==> config.mk <==
export PLATFORM = sky130hd
export DESIGN_NAME = iqs_frame_out
export DESIGN_NICKNAME = d
export VERILOG_FILES = /design/src/verilog/iqs_pkg.sv /design/src/verilog/iqs_buf2.sv /design/src/verilog/iqs_frame_out.sv
export VERILOG_INCLUDE_DIRS = /design/src /design/src/verilog
export SDC_FILE = /design/constraint.sdc
export NUM_CORES = 1
export LEC_CHECK = 0
export ABC_AREA = 1
export BUFFER_PORTS_ARGS = -buffer_cell sky130_fd_sc_hd__buf_2
export CAP_MARGIN = 25
export CORE_UTILIZATION = 40
export CTS_CLUSTER_SIZE = 40
export DETAILED_ROUTE_END_ITERATION = 12
export GPL_TIMING_DRIVEN = 0
export PLACE_DENSITY = 0.68
export SYNTH_ARGS = -nofsm -noshare
export SYNTH_HDL_FRONTEND = slang
export SYNTH_SLANG_ARGS = --single-unit
==> constraint.sdc <==
create_clock -name CLK -period 18.8 [get_ports CLK]
set_input_delay 3.76 -clock CLK [delete_from_list [all_inputs] [get_ports CLK]]
set_output_delay 3.76 -clock CLK [all_outputs]
set_load 0.1 [all_outputs]
==> src/verilog/iqs_defs.svh <==
/*
  Constants of the I/Q serial frame output block: register offsets, field
  positions, reset values and frame counts. Assumes it is included by bare
  name from every file that needs it.
*/
`ifndef IQS_DEFS_SVH
`define IQS_DEFS_SVH
// register offsets on the configuration port
`define IQS_ADDR_CTRL_A  6'h18
`define IQS_ADDR_CTRL_B  6'h19
`define IQS_ADDR_DIV     6'h1A
// reset values
`define IQS_RST_CTRL_A   8'h12
`define IQS_RST_CTRL_B   8'h07
`define IQS_RST_DIV      4'h1
// control A bit positions
`define IQS_A_ALT        7
`define IQS_A_EMBED      6
`define IQS_A_EFS        5
`define IQS_A_MTZ        4
`define IQS_A_MINV       3
`define IQS_A_LATE       2
`define IQS_A_CTZ        1
`define IQS_A_CINV       0
// control B fields
`define IQS_B_FOURWIRE   7
`define IQS_B_WIDTH      3
`define IQS_B_DRIVE_HI   2
// frame counts
`define IQS_BYTES_W16    4'h4
`define IQS_BYTES_W24    4'h6
`define IQS_LAST_BIT_EFS 4'h9
`define IQS_LAST_BIT     4'h7
`define IQS_TAIL_MORE    4'h9
`define IQS_RCNT_MAX     2'h3
`define IQS_SAMPLE_W     48
// status word lands right behind the I/Q payload
`define IQS_STAT_SHIFT_W24 48
`define IQS_STAT_SHIFT_W16 32
`endif

==> src/verilog/iqs_pkg.sv <==
/*
  Types of the I/Q serial frame output block. Assumes nothing beyond a
  SystemVerilog compiler.
*/
package iqs_pkg;
  // bit sequencer states, gray along idle-marker-data-tail
  typedef enum logic [1:0] {
    IQS_IDLE = 2'b00,
    IQS_MARK = 2'b01,
    IQS_DATA = 2'b11,
    IQS_TAIL = 2'b10
  } iqs_state_t;
endpackage

==> src/verilog/iqs_buf2.sv <==
/*
  Two-entry buffer with valid/ready on both sides. Assumes a single clock
  and an asynchronous active-high reset.
*/
`timescale 1ns/1ps
module iqs_buf2 #(
  parameter int W = 8
) (
  // clock and reset
  input  wire logic         clk,
  input  wire logic         rst,
  // fill side
  input  wire logic         in_valid,
  input  wire logic [W-1:0] in_data,
  output logic              in_ready,
  // drain side
  output logic              out_valid,
  output logic [W-1:0]      out_data,
  input  wire logic         out_ready
);
  logic [W-1:0] slot [2];
  logic [1:0]   count;
  logic         push;
  logic         pop;

  assign push = in_valid && in_ready;
  assign pop  = out_valid && out_ready;

  // occupancy; ready is a flop so the source sees an honest full
  always_ff @(posedge clk or posedge rst) begin
    if (rst) begin
      count    <= 2'h0;
      in_ready <= 1'b1;
    end else begin
      count    <= count + 2'(push) - 2'(pop);
      in_ready <= (count + 2'(push) - 2'(pop)) != 2'h2;
    end
  end

  // slot 0 is always the head; a pop shifts slot 1 forward
  always_ff @(posedge clk or posedge rst) begin
    if (rst) begin
      slot[0] <= '0;
      slot[1] <= '0;
    end else begin
      if (pop) begin
        slot[0] <= (count == 2'h2) ? slot[1] : in_data;
      end else if (push && count == 2'h0) begin
        slot[0] <= in_data;
      end
      if (push && (count - 2'(pop)) == 2'h1) begin
        slot[1] <= in_data;
      end
    end
  end

  assign out_valid = count != 2'h0;
  assign out_data  = slot[0];
endmodule

==> src/verilog/iqs_frame_out.sv <==
/*
  Serial I/Q frame output: control registers, bit clock divider, frame
  builder and bit sequencer. Assumes CLK runs at twice the modulator clock,
  samples arrive one per decimated output, and the configuration serial
  decoder delivers single-cycle register writes.
*/
`timescale 1ns/1ps
`include "iqs_defs.svh"
module iqs_frame_out
  import iqs_pkg::*;
(
  // clock and reset
  input  wire logic        CLK,
  input  wire logic        RST,
  // register access from the configuration port decoder
  input  wire logic        CFG_WRITE,
  input  wire logic [5:0]  CFG_ADDR,
  input  wire logic [7:0]  CFG_WDATA,
  output logic [7:0]       CFG_RDATA,
  // decimated samples and status sources
  input  wire logic        SAMPLE_VALID,
  input  wire logic [23:0] SAMPLE_I,
  input  wire logic [23:0] SAMPLE_Q,
  output logic             SAMPLE_READY,
  input  wire logic [7:0]  ATTENUATION,
  input  wire logic [5:0]  SIGNAL_STRENGTH_ESTIMATE,
  input  wire logic        MOD_RESET_EVENT,
  input  wire logic        GAIN_VOLTAGE_OPTION,
  // serial pins toward the host
  output logic             FRAME_MARKER_OUT,
  output logic             FRAME_MARKER_OE,
  output logic             SERIAL_BIT_CLOCK_OUT,
  output logic             SERIAL_BIT_CLOCK_OE,
  output logic             PRIMARY_SERIAL_OUT,
  output logic             SECONDARY_SERIAL_OUT,
  // static pin settings
  output logic [2:0]       OUTPUT_DRIVE_LEVEL,
  output logic             FOUR_WIRE_READBACK_EN
);
  // ==========================================================
  // control registers
  logic [7:0] ctrl_a;
  logic [7:0] ctrl_b;
  logic [3:0] div;

  // single write port; unmapped addresses are ignored
  always_ff @(posedge CLK or posedge RST) begin
    if (RST) begin
      ctrl_a <= `IQS_RST_CTRL_A;
      ctrl_b <= `IQS_RST_CTRL_B;
      div    <= `IQS_RST_DIV;
    end else if (CFG_WRITE) begin
      if (CFG_ADDR == `IQS_ADDR_CTRL_A) ctrl_a <= CFG_WDATA;
      if (CFG_ADDR == `IQS_ADDR_CTRL_B) ctrl_b <= CFG_WDATA;
      if (CFG_ADDR == `IQS_ADDR_DIV) div <= CFG_WDATA[3:0];
    end
  end

  // readback, unmapped reads zero
  always_ff @(posedge CLK or posedge RST) begin
    if (RST) begin
      CFG_RDATA <= 8'h00;
    end else begin
      unique case (CFG_ADDR)
        `IQS_ADDR_CTRL_A: CFG_RDATA <= ctrl_a;
        `IQS_ADDR_CTRL_B: CFG_RDATA <= ctrl_b;
        `IQS_ADDR_DIV:    CFG_RDATA <= {4'h0, div};
        default:          CFG_RDATA <= 8'h00;
      endcase
    end
  end

  logic alt;
  logic embed;
  logic embedded_framing;
  logic ww24;
  assign alt   = ctrl_a[`IQS_A_ALT];
  assign embed = ctrl_a[`IQS_A_EMBED];
  assign embedded_framing   = ctrl_a[`IQS_A_EFS];
  assign ww24  = ctrl_b[`IQS_B_WIDTH] && !GAIN_VOLTAGE_OPTION;

  // ==========================================================
  // bit clock divider: a bit lasts 2*div CLK cycles, high for the first half
  logic [4:0] cyc;
  logic [4:0] half;
  logic [4:0] last_cyc;
  logic       bit_edge;
  logic       clk_int;
  // a zero divisor would stall the port, so it behaves as one
  assign half     = (div == 4'h0) ? 5'h01 : {1'b0, div};
  assign last_cyc = 5'((half << 1) - 5'h01);
  assign bit_edge = cyc >= last_cyc;

  always_ff @(posedge CLK or posedge RST) begin
    if (RST) begin
      cyc     <= 5'h00;
      clk_int <= 1'b1;
    end else begin
      cyc     <= bit_edge ? 5'h00 : 5'(cyc + 5'h01);
      clk_int <= bit_edge || ((cyc + 5'h01) < half);
    end
  end

  // ==========================================================
  // sample buffer
  logic        smp_valid;
  logic [47:0] smp_data;
  logic        load;

  iqs_buf2 #(
    .W (`IQS_SAMPLE_W)
  ) u_buf (
    .clk       (CLK),
    .rst       (RST),
    .in_valid  (SAMPLE_VALID),
    .in_data   ({SAMPLE_I, SAMPLE_Q}),
    .in_ready  (SAMPLE_READY),
    .out_valid (smp_valid),
    .out_data  (smp_data),
    .out_ready (load)
  );

  // ==========================================================
  // status bytes
  iqs_state_t  state;
  logic [1:0]  rcnt;
  logic        phase; // alternate mode: 0 sends attenuation, 1 sends reset/strength
  logic        report;
  logic [7:0]  gain_byte;
  logic [7:0]  stat_byte;
  logic [15:0] stat_word;
  logic [63:0] payload;
  logic [3:0]  nbytes;

  assign load      = bit_edge && state == IQS_IDLE && smp_valid;
  assign report    = load && embed && (!alt || phase);
  assign gain_byte = alt ? {ATTENUATION[7:1], 1'b0} : ATTENUATION;
  assign stat_byte = {rcnt, SIGNAL_STRENGTH_ESTIMATE[5:1],
                      alt ? 1'b1 : SIGNAL_STRENGTH_ESTIMATE[0]};
  assign stat_word = !alt ? {gain_byte, stat_byte}
                   : {(phase ? stat_byte : gain_byte), 8'h00};

  // I then Q left aligned, status packed right behind them
  always_comb begin
    payload = ww24 ? {smp_data, 16'h0000}
                   : {smp_data[47:32], smp_data[23:8], 32'h0};
    nbytes  = ww24 ? `IQS_BYTES_W24 : `IQS_BYTES_W16;
    if (embed) begin
      payload = payload | ({stat_word, 48'h0}
                >> (ww24 ? `IQS_STAT_SHIFT_W24 : `IQS_STAT_SHIFT_W16));
      nbytes  = 4'(nbytes + (alt ? 4'h1 : 4'h2));
    end
  end

  // reset event count; a new event in the report cycle is kept
  always_ff @(posedge CLK or posedge RST) begin
    if (RST) begin
      rcnt <= 2'h0;
    end else if (report) begin
      rcnt <= MOD_RESET_EVENT ? 2'h1 : 2'h0;
    end else if (MOD_RESET_EVENT && rcnt != `IQS_RCNT_MAX) begin
      rcnt <= 2'(rcnt + 2'h1);
    end
  end

  // alternation flips per frame that carries a status byte
  always_ff @(posedge CLK or posedge RST) begin
    if (RST) begin
      phase <= 1'b0;
    end else if (load && embed && alt) begin
      phase <= !phase;
    end
  end

  // ==========================================================
  // bit sequencer; every change lands on a bit boundary
  logic [63:0] sh;
  logic [3:0]  nb;
  logic [3:0]  bpos;
  logic [3:0]  tail;
  logic        mark;
  logic        dout;
  logic [3:0]  last_bit;
  assign last_bit = embedded_framing ? `IQS_LAST_BIT_EFS : `IQS_LAST_BIT;

  always_ff @(posedge CLK or posedge RST) begin
    if (RST) begin
      state <= IQS_IDLE;
      sh    <= 64'h0;
      nb    <= 4'h0;
      bpos  <= 4'h0;
      tail  <= 4'h0;
      mark  <= 1'b0;
      dout  <= 1'b1;
    end else if (bit_edge) begin
      mark <= 1'b0;
      unique case (state)
        IQS_IDLE: begin
          dout <= 1'b1;
          if (smp_valid) begin
            nb   <= nbytes;
            bpos <= 4'h0;
            if (!embedded_framing && !ctrl_a[`IQS_A_LATE]) begin
              // early marker owns the bit period before data
              state <= IQS_MARK;
              mark  <= 1'b1;
              sh    <= payload;
            end else begin
              state <= IQS_DATA;
              mark  <= !embedded_framing;
              dout  <= embedded_framing ? 1'b0 : payload[63];
              sh    <= embedded_framing ? payload : {payload[62:0], 1'b0};
            end
          end
        end
        IQS_MARK: begin
          state <= IQS_DATA;
          dout  <= sh[63];
          sh    <= {sh[62:0], 1'b0};
        end
        IQS_DATA: begin
          if (bpos == last_bit) begin
            bpos <= 4'h0;
            if (nb == 4'h1) begin
              dout  <= 1'b1;
              tail  <= `IQS_TAIL_MORE;
              state <= embedded_framing ? IQS_TAIL : IQS_IDLE;
            end else begin
              nb   <= 4'(nb - 4'h1);
              dout <= embedded_framing ? 1'b0 : sh[63];
              if (!embedded_framing) sh <= {sh[62:0], 1'b0};
            end
          end else begin
            bpos <= 4'(bpos + 4'h1);
            if (embedded_framing && bpos + 4'h1 == last_bit) begin
              dout <= 1'b1;
            end else begin
              dout <= sh[63];
              sh   <= {sh[62:0], 1'b0};
            end
          end
        end
        IQS_TAIL: begin
          dout <= 1'b1;
          tail <= 4'(tail - 4'h1);
          if (tail == 4'h1) state <= IQS_IDLE;
        end
      endcase
    end
  end

  // ==========================================================
  // pin stage: polarity and enables applied in one last flop for all pins
  always_ff @(posedge CLK or posedge RST) begin
    if (RST) begin
      FRAME_MARKER_OUT      <= 1'b0;
      FRAME_MARKER_OE       <= 1'b0;
      SERIAL_BIT_CLOCK_OUT  <= 1'b1;
      SERIAL_BIT_CLOCK_OE   <= 1'b0;
      PRIMARY_SERIAL_OUT    <= 1'b1;
      SECONDARY_SERIAL_OUT  <= 1'b0;
      OUTPUT_DRIVE_LEVEL    <= 3'(`IQS_RST_CTRL_B);
      FOUR_WIRE_READBACK_EN <= 1'b0;
    end else begin
      // embedded framing parks the marker low
      FRAME_MARKER_OUT     <= !embedded_framing && (mark ^ ctrl_a[`IQS_A_MINV]);
      FRAME_MARKER_OE      <= !ctrl_a[`IQS_A_MTZ];
      SERIAL_BIT_CLOCK_OUT <= clk_int ^ ctrl_a[`IQS_A_CINV];
      SERIAL_BIT_CLOCK_OE  <= !ctrl_a[`IQS_A_CTZ];
      PRIMARY_SERIAL_OUT   <= dout;
      SECONDARY_SERIAL_OUT <= 1'b0;
      OUTPUT_DRIVE_LEVEL   <= ctrl_b[`IQS_B_DRIVE_HI:0];
      FOUR_WIRE_READBACK_EN <= ctrl_b[`IQS_B_FOURWIRE];
    end
  end

  // ==========================================================
  // checks
  a_marker_float: assert property (@(posedge CLK) disable iff (RST)
    $past(ctrl_a[`IQS_A_MTZ]) |-> !FRAME_MARKER_OE)
    else $error("marker driven while floated");
  a_efs_marker_low: assert property (@(posedge CLK) disable iff (RST)
    $past(embedded_framing) |-> !FRAME_MARKER_OUT)
    else $error("marker active with embedded framing");
  a_clock_rise_at_bit: assert property (@(posedge CLK) disable iff (RST)
    bit_edge |=> clk_int ##1 (clk_int == ($past(half) != 5'h01)))
    else $error("bit clock phase wrong");
  a_tail_high: assert property (@(posedge CLK) disable iff (RST)
    (state == IQS_TAIL) |-> dout)
    else $error("tail bit not high");
  a_idle_high: assert property (@(posedge CLK) disable iff (RST)
    (state == IQS_IDLE) |-> dout)
    else $error("idle bit not high");
  a_rcnt_saturate: assert property (@(posedge CLK) disable iff (RST)
    (rcnt == `IQS_RCNT_MAX && !report) |=> rcnt == `IQS_RCNT_MAX)
    else $error("reset count wrapped");
  a_alt_lsb_tag: assert property (@(posedge CLK) disable iff (RST)
    (alt && embed) |-> (stat_word[8] == phase && stat_word[7:0] == 8'h00))
    else $error("alternate byte tag wrong");
  a_frame_length: assert property (@(posedge CLK) disable iff (RST)
    (!embed && !ww24) |-> nbytes == `IQS_BYTES_W16)
    else $error("bare 16-bit frame not four bytes");
  a_early_marker: assert property (@(posedge CLK) disable iff (RST)
    (load && !embedded_framing && !ctrl_a[`IQS_A_LATE]) |=> mark && dout)
    else $error("early marker not one bit ahead");
  a_width_forced: assert property (@(posedge CLK) disable iff (RST)
    GAIN_VOLTAGE_OPTION |-> !ww24)
    else $error("24-bit width under gain-voltage option");

  // embedded framing: start bit of the first byte, stop bit of every byte, and the frame end
  a_efs_start_bit: assert property (@(posedge CLK) disable iff (RST)
    (load && embedded_framing) |=> !dout)
    else $error("start bit not low");
  a_efs_stop_bit: assert property (@(posedge CLK) disable iff (RST)
    (state == IQS_DATA && embedded_framing && bpos == last_bit) |-> dout)
    else $error("stop bit not high");
  a_tail_to_idle: assert property (@(posedge CLK) disable iff (RST)
    (bit_edge && state == IQS_TAIL && tail == 4'h1) |=> state == IQS_IDLE)
    else $error("tail did not end");

  // marker placement and width, clock float
  a_late_marker: assert property (@(posedge CLK) disable iff (RST)
    (load && !embedded_framing && ctrl_a[`IQS_A_LATE]) |=> (mark && state == IQS_DATA))
    else $error("late marker not on first data bit");
  a_marker_one_bit: assert property (@(posedge CLK) disable iff (RST)
    (mark && bit_edge) |=> !mark)
    else $error("marker longer than one bit");
  a_clock_float: assert property (@(posedge CLK) disable iff (RST)
    $past(ctrl_a[`IQS_A_CTZ]) |-> !SERIAL_BIT_CLOCK_OE)
    else $error("bit clock driven while floated");

  // status byte bookkeeping; the report clear is checked only in cycles without a new reset event
  a_rcnt_count: assert property (@(posedge CLK) disable iff (RST)
    (MOD_RESET_EVENT && !report && rcnt != `IQS_RCNT_MAX) |=> rcnt == 2'($past(rcnt) + 2'h1))
    else $error("reset event not counted");
  a_rcnt_cleared: assert property (@(posedge CLK) disable iff (RST)
    (report && !MOD_RESET_EVENT) |=> rcnt == 2'h0)
    else $error("reset count not cleared by report");
  a_alt_phase_flip: assert property (@(posedge CLK) disable iff (RST)
    (load && embed && alt) |=> phase != $past(phase))
    else $error("alternate byte did not switch");
  a_status_word_pack: assert property (@(posedge CLK) disable iff (RST)
    (embed && !alt) |-> stat_word == {ATTENUATION, rcnt, SIGNAL_STRENGTH_ESTIMATE})
    else $error("status word packed wrong");
endmodule

; Word-level counts from Yosys, hierarchy flattened
; Cells that the tools add are included.
[word_totals]
out_inout_bits = 19
input_bits = 82
wordCells = 160
regBits = 225
[op_classes]
bitwise_logic = 3
magnitude_cmp = 2
shift = 1
eq_ne = 22
addsub = 10
n_mux = 56
reduce_logical = 40
[op_table]
columns = cell, n
row1 = 2-to-1 mux 64 bit, 8
row2 = 2-to-1 mux 48 bit, 4
row3 = case mux 64 bit (3 select lines), 1
row4 = bitwise OR 64 bit, 1
row5 = right shift 64 x 6 -> 64 bit, 1
row6 = 2-to-1 mux 4 bit, 10
row7 = case mux 4 bit (2 select lines), 3
row8 = case mux 8 bit (3 select lines), 1
row9 = 2-to-1 mux 2 bit, 10
row10 = equality test 6 x 5 -> 1 bit (second input constant), 3
row11 = 2-to-1 mux 16 bit, 1
row12 = logical AND 1 bit, 14
row13 = inequality test 2 bit (second input constant), 7
row14 = 2-to-1 mux 1 bit, 13
row15 = 2-to-1 mux 5 bit, 2
row16 = AND reduction 5 bit, 2
row17 = nonzero test 2 bit, 5
row18 = inequality test 3 bit (second input constant), 3
row19 = equality test 4 x 1 -> 1 bit (second input constant), 2
row20 = equality test 4 bit, 2
row21 = 2-to-1 mux 8 bit, 1
row22 = case mux 2 bit (4 select lines), 1
row23 = subtractor 4 x 1 -> 4 bit (second input constant), 2
row24 = zero test 1 bit, 7
row25 = 21 further kinds, 30

; Logic depth before layout (Yosys ltp)
[depth]
depth_word = 10
mapped_depth = 20

; By module
; Synthesis repeated with hierarchy kept, for this count alone.
[unflattened]
hier_cells = 1778
hier_area_um2 = 12991.2
[modules_own_cells]
columns = module, instances, cells_each, area_per_inst_um2, seq_area_each_um2
row1 = iqs_frame_out, 1, 1074, 7716.2, 3169.3
row2 = iqs_buf2, 1, 704, 5275.1, 2478.6

; Least setup slack after synthesis
; Ideal clock, no wire load.
[synth_timing]
kind = input-to-reg
start = input port GAIN_VOLTAGE_OPTION
end = register nb[1]
slack_ns = 13.784
cell_stages = 9
t_arrival_ns = 4.899
t_required_ns = 18.683
path_cell_list = inv_1 -> nand2_2 -> clkinv_1 -> buf_2 -> ha_1 -> o21ai_0 -> o22ai_1 -> nand3_1 -> nand2_1
[synth_via]
elab_chain_cells = 7
[synth_lines]
columns = item, line
row1 = from (decl), iqs_frame_out.sv:28  ; input wire logic GAIN_VOLTAGE_OPTION,
row2 = zero test 1 bit (*), iqs_frame_out.sv:80  ; assign ww24 = ctrl_b[`IQS_B_WIDTH] && !GAIN_VOLTAGE_OPTION;
row3 = logical AND 1 bit (*), iqs_frame_out.sv:80
row4 = 2-to-1 mux 2 bit (no line) (*), n/a
row5 = adder 3 x 2 -> 4 bit, iqs_frame_out.sv:151  ; nbytes = 4'(nbytes + (alt ? 4'h1 : 4'h2));
row6 = 2-to-1 mux 4 bit (*), iqs_frame_out.sv:148  ; if (embed) begin
row7 = 2-to-1 mux 4 bit (*), iqs_frame_out.sv:200  ; if (smp_valid) begin
row8 = case mux 4 bit (2 select lines) (*), iqs_frame_out.sv:197  ; unique case (state)
row9 = to (signal assigned), iqs_frame_out.sv:201  ; nb <= nbytes;
row10 = to (signal assigned), iqs_frame_out.sv:229  ; nb <= 4'(nb - 4'h1);
row11 = to (decl), iqs_frame_out.sv:178  ; logic [3:0] nb;
; Every way passes the cells marked *; elsewhere a longest branch is shown, timed or not. The select of a mux whose other input is x is not followed.
; A chain may end at the register's enable or synchronous reset.

; Final worst setup path
[layout_timing]
start = register u_buf.in_ready
end = output port SAMPLE_READY
[layout_rtl]
columns = item, line
row1 = from (decl), iqs_buf2.sv:15  ; output logic in_ready,
row2 = from (signal assigned), iqs_buf2.sv:33  ; in_ready <= 1'b1;
row3 = from (signal assigned), iqs_buf2.sv:36  ; in_ready <= (count + 2'(push) - 2'(pop)) != 2'h2;
row4 = to (decl), iqs_frame_out.sv:24  ; output logic SAMPLE_READY,
; No word-level cell between the ends.

==> impl_metrics.toml <==
[power_and_ir_drop]
power.share.combinational = 0.442
ir_drop_mv = 0.0746
power.clock.fraction = 0.212
p_leak_nw = 7.52
p_seq_frac = 0.347
power_report.internal_total_w = 0.00129
power_density_nw_per_um2 = 167
power_switching_w = 0.00103
p_sw_frac = 0.444

[cells_and_area]
register_area_um2 = 5650
final_util = 0.467
nets = 1903
final_common_cell = "nand2_1"
multi_input_area_um2 = 5260
fill_cells = 2960
syn2layout_area_growth_pct = 15.2
drive_above_1_share = 0.120
final_cell_mix = "nand2_1, dfrtp_1, inv_1"
diodes = 0

[global_route]
grt_usage = 0.211
grt_pass1_wl_mm = 52.7
antenna_found_initial = 0
grt_pass1_vias = 10400
overflow = 0
grt_max_degree = 132

[synthesis]
synthCells = 1675
syn_area_per_cell_um2 = 7.15
synth_warnings = 0
synthesis.area_um2 = 12000
yosysUniqueCellTypes = 35
yosys_register_bits = 225
ys_seq_area_frac = 0.471
synth_nets = 1776

[sta]
finalSetupTns_ns = 0
finalMaxSlewViolations = 0
worst_slew_pin_slew_ns = 0.718
hold_viol = 0
skew_ns = 0.0101
timing.fmax_ghz = 0.191
rsz0062_at_grt = "false"
finalCritPeriodShare = 0.278
maxSlewHeadroom = 0.522
setup_viol = 0
finalCriticalPeriod_ns = 5.23

[detailed_routing]
drtIter0Drc = 838
drc = 0
firstDrtPassIters = 6
wire_per_inst_um = 14.4
drtAntennaViolNets = 0
wirelength_mm = 31.8
via_per_inst = 4.93
vias = 10900

[place]
gp_congestion = 0.875
dpl.hpwl_mm = 22.6
port_buffers = 99

[cts]
postCtsHoldBufs = 0
path_clk_slew_ns = 0.06
numClockSinks = 225
post_cts_resized = 0
htreeDepth = 1
clock-root-buffer = "clkbuf_16"
clkLatencyLatePin_ns = 0.53
cts_tree = "done"
clockBufferDepth = 3
cts_buffers = 25
post-cts-setup-buffers = 0

[setup_path]
cp_top_family = "flip-flops"
worst-setup-path-type = "flop to output pin"
r2r_slack_ns = 14.78
critPathSlowestCell = "dfstp_2"
crit_buf_inv = 1
arrival_ns = 1.47
critPathLaunchType = "flop"
path_cells = "buf_2"
crit_fanout = 2
critPathCaptureType = "output pin"
crit_required_ns = 15.04
max_stage_delay_ns = 0.52

[floorplanning]
die_y_um = 175
initial_core_util = 0.405
core-area_um2 = 29600
die_area_um2 = 30700
die_w_um = 175
row_count = 63
pin_count = 101

[run]
max_cap_violations = 0

[worst_hold_path]
min_path_type = "flop to flop"

[outcome]
status = "completed"
[path summary, 6_finish.rpt]
path                                start                    end  cells after the start
max in group asynchronous             RST                 div[1]                      3
hold reg to reg                 ctrl_b[0]  OUTPUT_DRIVE_LEVEL[0]                      0
setup / recovery           u_buf.in_ready           SAMPLE_READY                      1
setup reg to reg                   div[2]         u_buf.slot[17]                     18
min in group asynchronous             RST         u_buf.slot[42]                      2
hold / removal                  ctrl_b[0]  OUTPUT_DRIVE_LEVEL[0]                      0
[synthesized netlist by cell type, drive strengths merged]
master / number / area (um^2)
nor3: 5 / 30.0
clkbuf: 35 / 131
o21bai: 1 / 7.51
xor2: 6 / 52.6
a21oi: 15 / 78.8
xnor2: 5 / 43.8
mux2: 1 / 11.3
conb: 1 / 3.75
or2: 2 / 12.5
ha: 19 / 238
inv: 170 / 638
o22ai: 1 / 6.26
clkinv: 3 / 11.3
nand4: 52 / 325
nand2: 794 / 3000
o21ai: 104 / 520
nor3b: 1 / 7.51
o211ai: 3 / 22.5
buf: 50 / 300
dfrtp: 211 / 5280
nand3: 146 / 746
a22oi: 1 / 7.51
dfstp: 14 / 368
nor2: 35 / 139
[logic make-up (layout without fill, tap and decap cells)]
| group | after synthesis | count (layout) | share of synthesized area |
|---|---|---|---|
| other | 1 | 1 | 0.000313 |
| buffers and inverters | 258 | 401 | 0.0902 |
| XOR/XNOR | 11 | 11 | 0.00804 |
| adder cells (fa/ha/maj) | 19 | 19 | 0.0198 |
| multiplexers | 1 | 1 | 0.000940 |
| flip-flops | 225 | 225 | 0.471 |
| AND/OR/NAND/NOR | 1035 | 1035 | 0.356 |
| AO/OA/AOI/OAI | 125 | 125 | 0.0537 |
[stage by stage]
step	hold WS (ns)	instances	instance area, um^2	worst slack, ns	power, W
floorplan	0.354	1675	12000	8.90	0.00154
global placement	0.364	2164	13000	6.20	0.00180
detailed placement	0.365	2165	13000	13.33	0.00182
CTS	0.372	2208	13800	13.55	0.00232
global route	0.376	2208	13800	13.53	0.00250
finish	0.378	2208	13800	13.57	0.00231
[final cells by class]
cell class / count / share of cell area
sequential: 225 / 0.409
multi-input combinational: 1192 / 0.381
clock buffer: 34 / 0.0507
inverter: 173 / 0.0476
timing repair buffer: 100 / 0.0379
tap: 390 / 0.0353
buffer: 85 / 0.0313
clock inverter: 9 / 0.00752
[power groups by stage]
stage               logic (W)  registers [W]  clock network, W
detailed placement    0.00102       0.000804                 0
finish                0.00102       0.000802          0.000489
CTS                   0.00102       0.000799          0.000498
global route          0.00116       0.000824          0.000518
global placement     0.000993       0.000803                 0
floorplan            0.000723       0.000812                 0
[sequential cells by signal, summed over array words and instances, names as in the netlist, 2 cells and up]
name	cells
sh	64
u_buf.out_data	48
u_buf.slot	48
CFG_RDATA	8
ctrl_a	8
ctrl_b	8
cyc	5
bpos	4
div	4
nb	4
tail	4
OUTPUT_DRIVE_LEVEL	3
rcnt	2
state	2
u_buf.count	2
[layer usage]
layer / track usage / part of all wire / up-vias
li1: - / - / 5475
met1: 0.312 / 0.48 / 5065
met4: 0.0681 / 0.026 / 0
met5: 0 / 0 / -
met2: 0.320 / 0.44 / 303
met3: 0.0268 / 0.054 / 51
(Power assumes the default switching activity.)
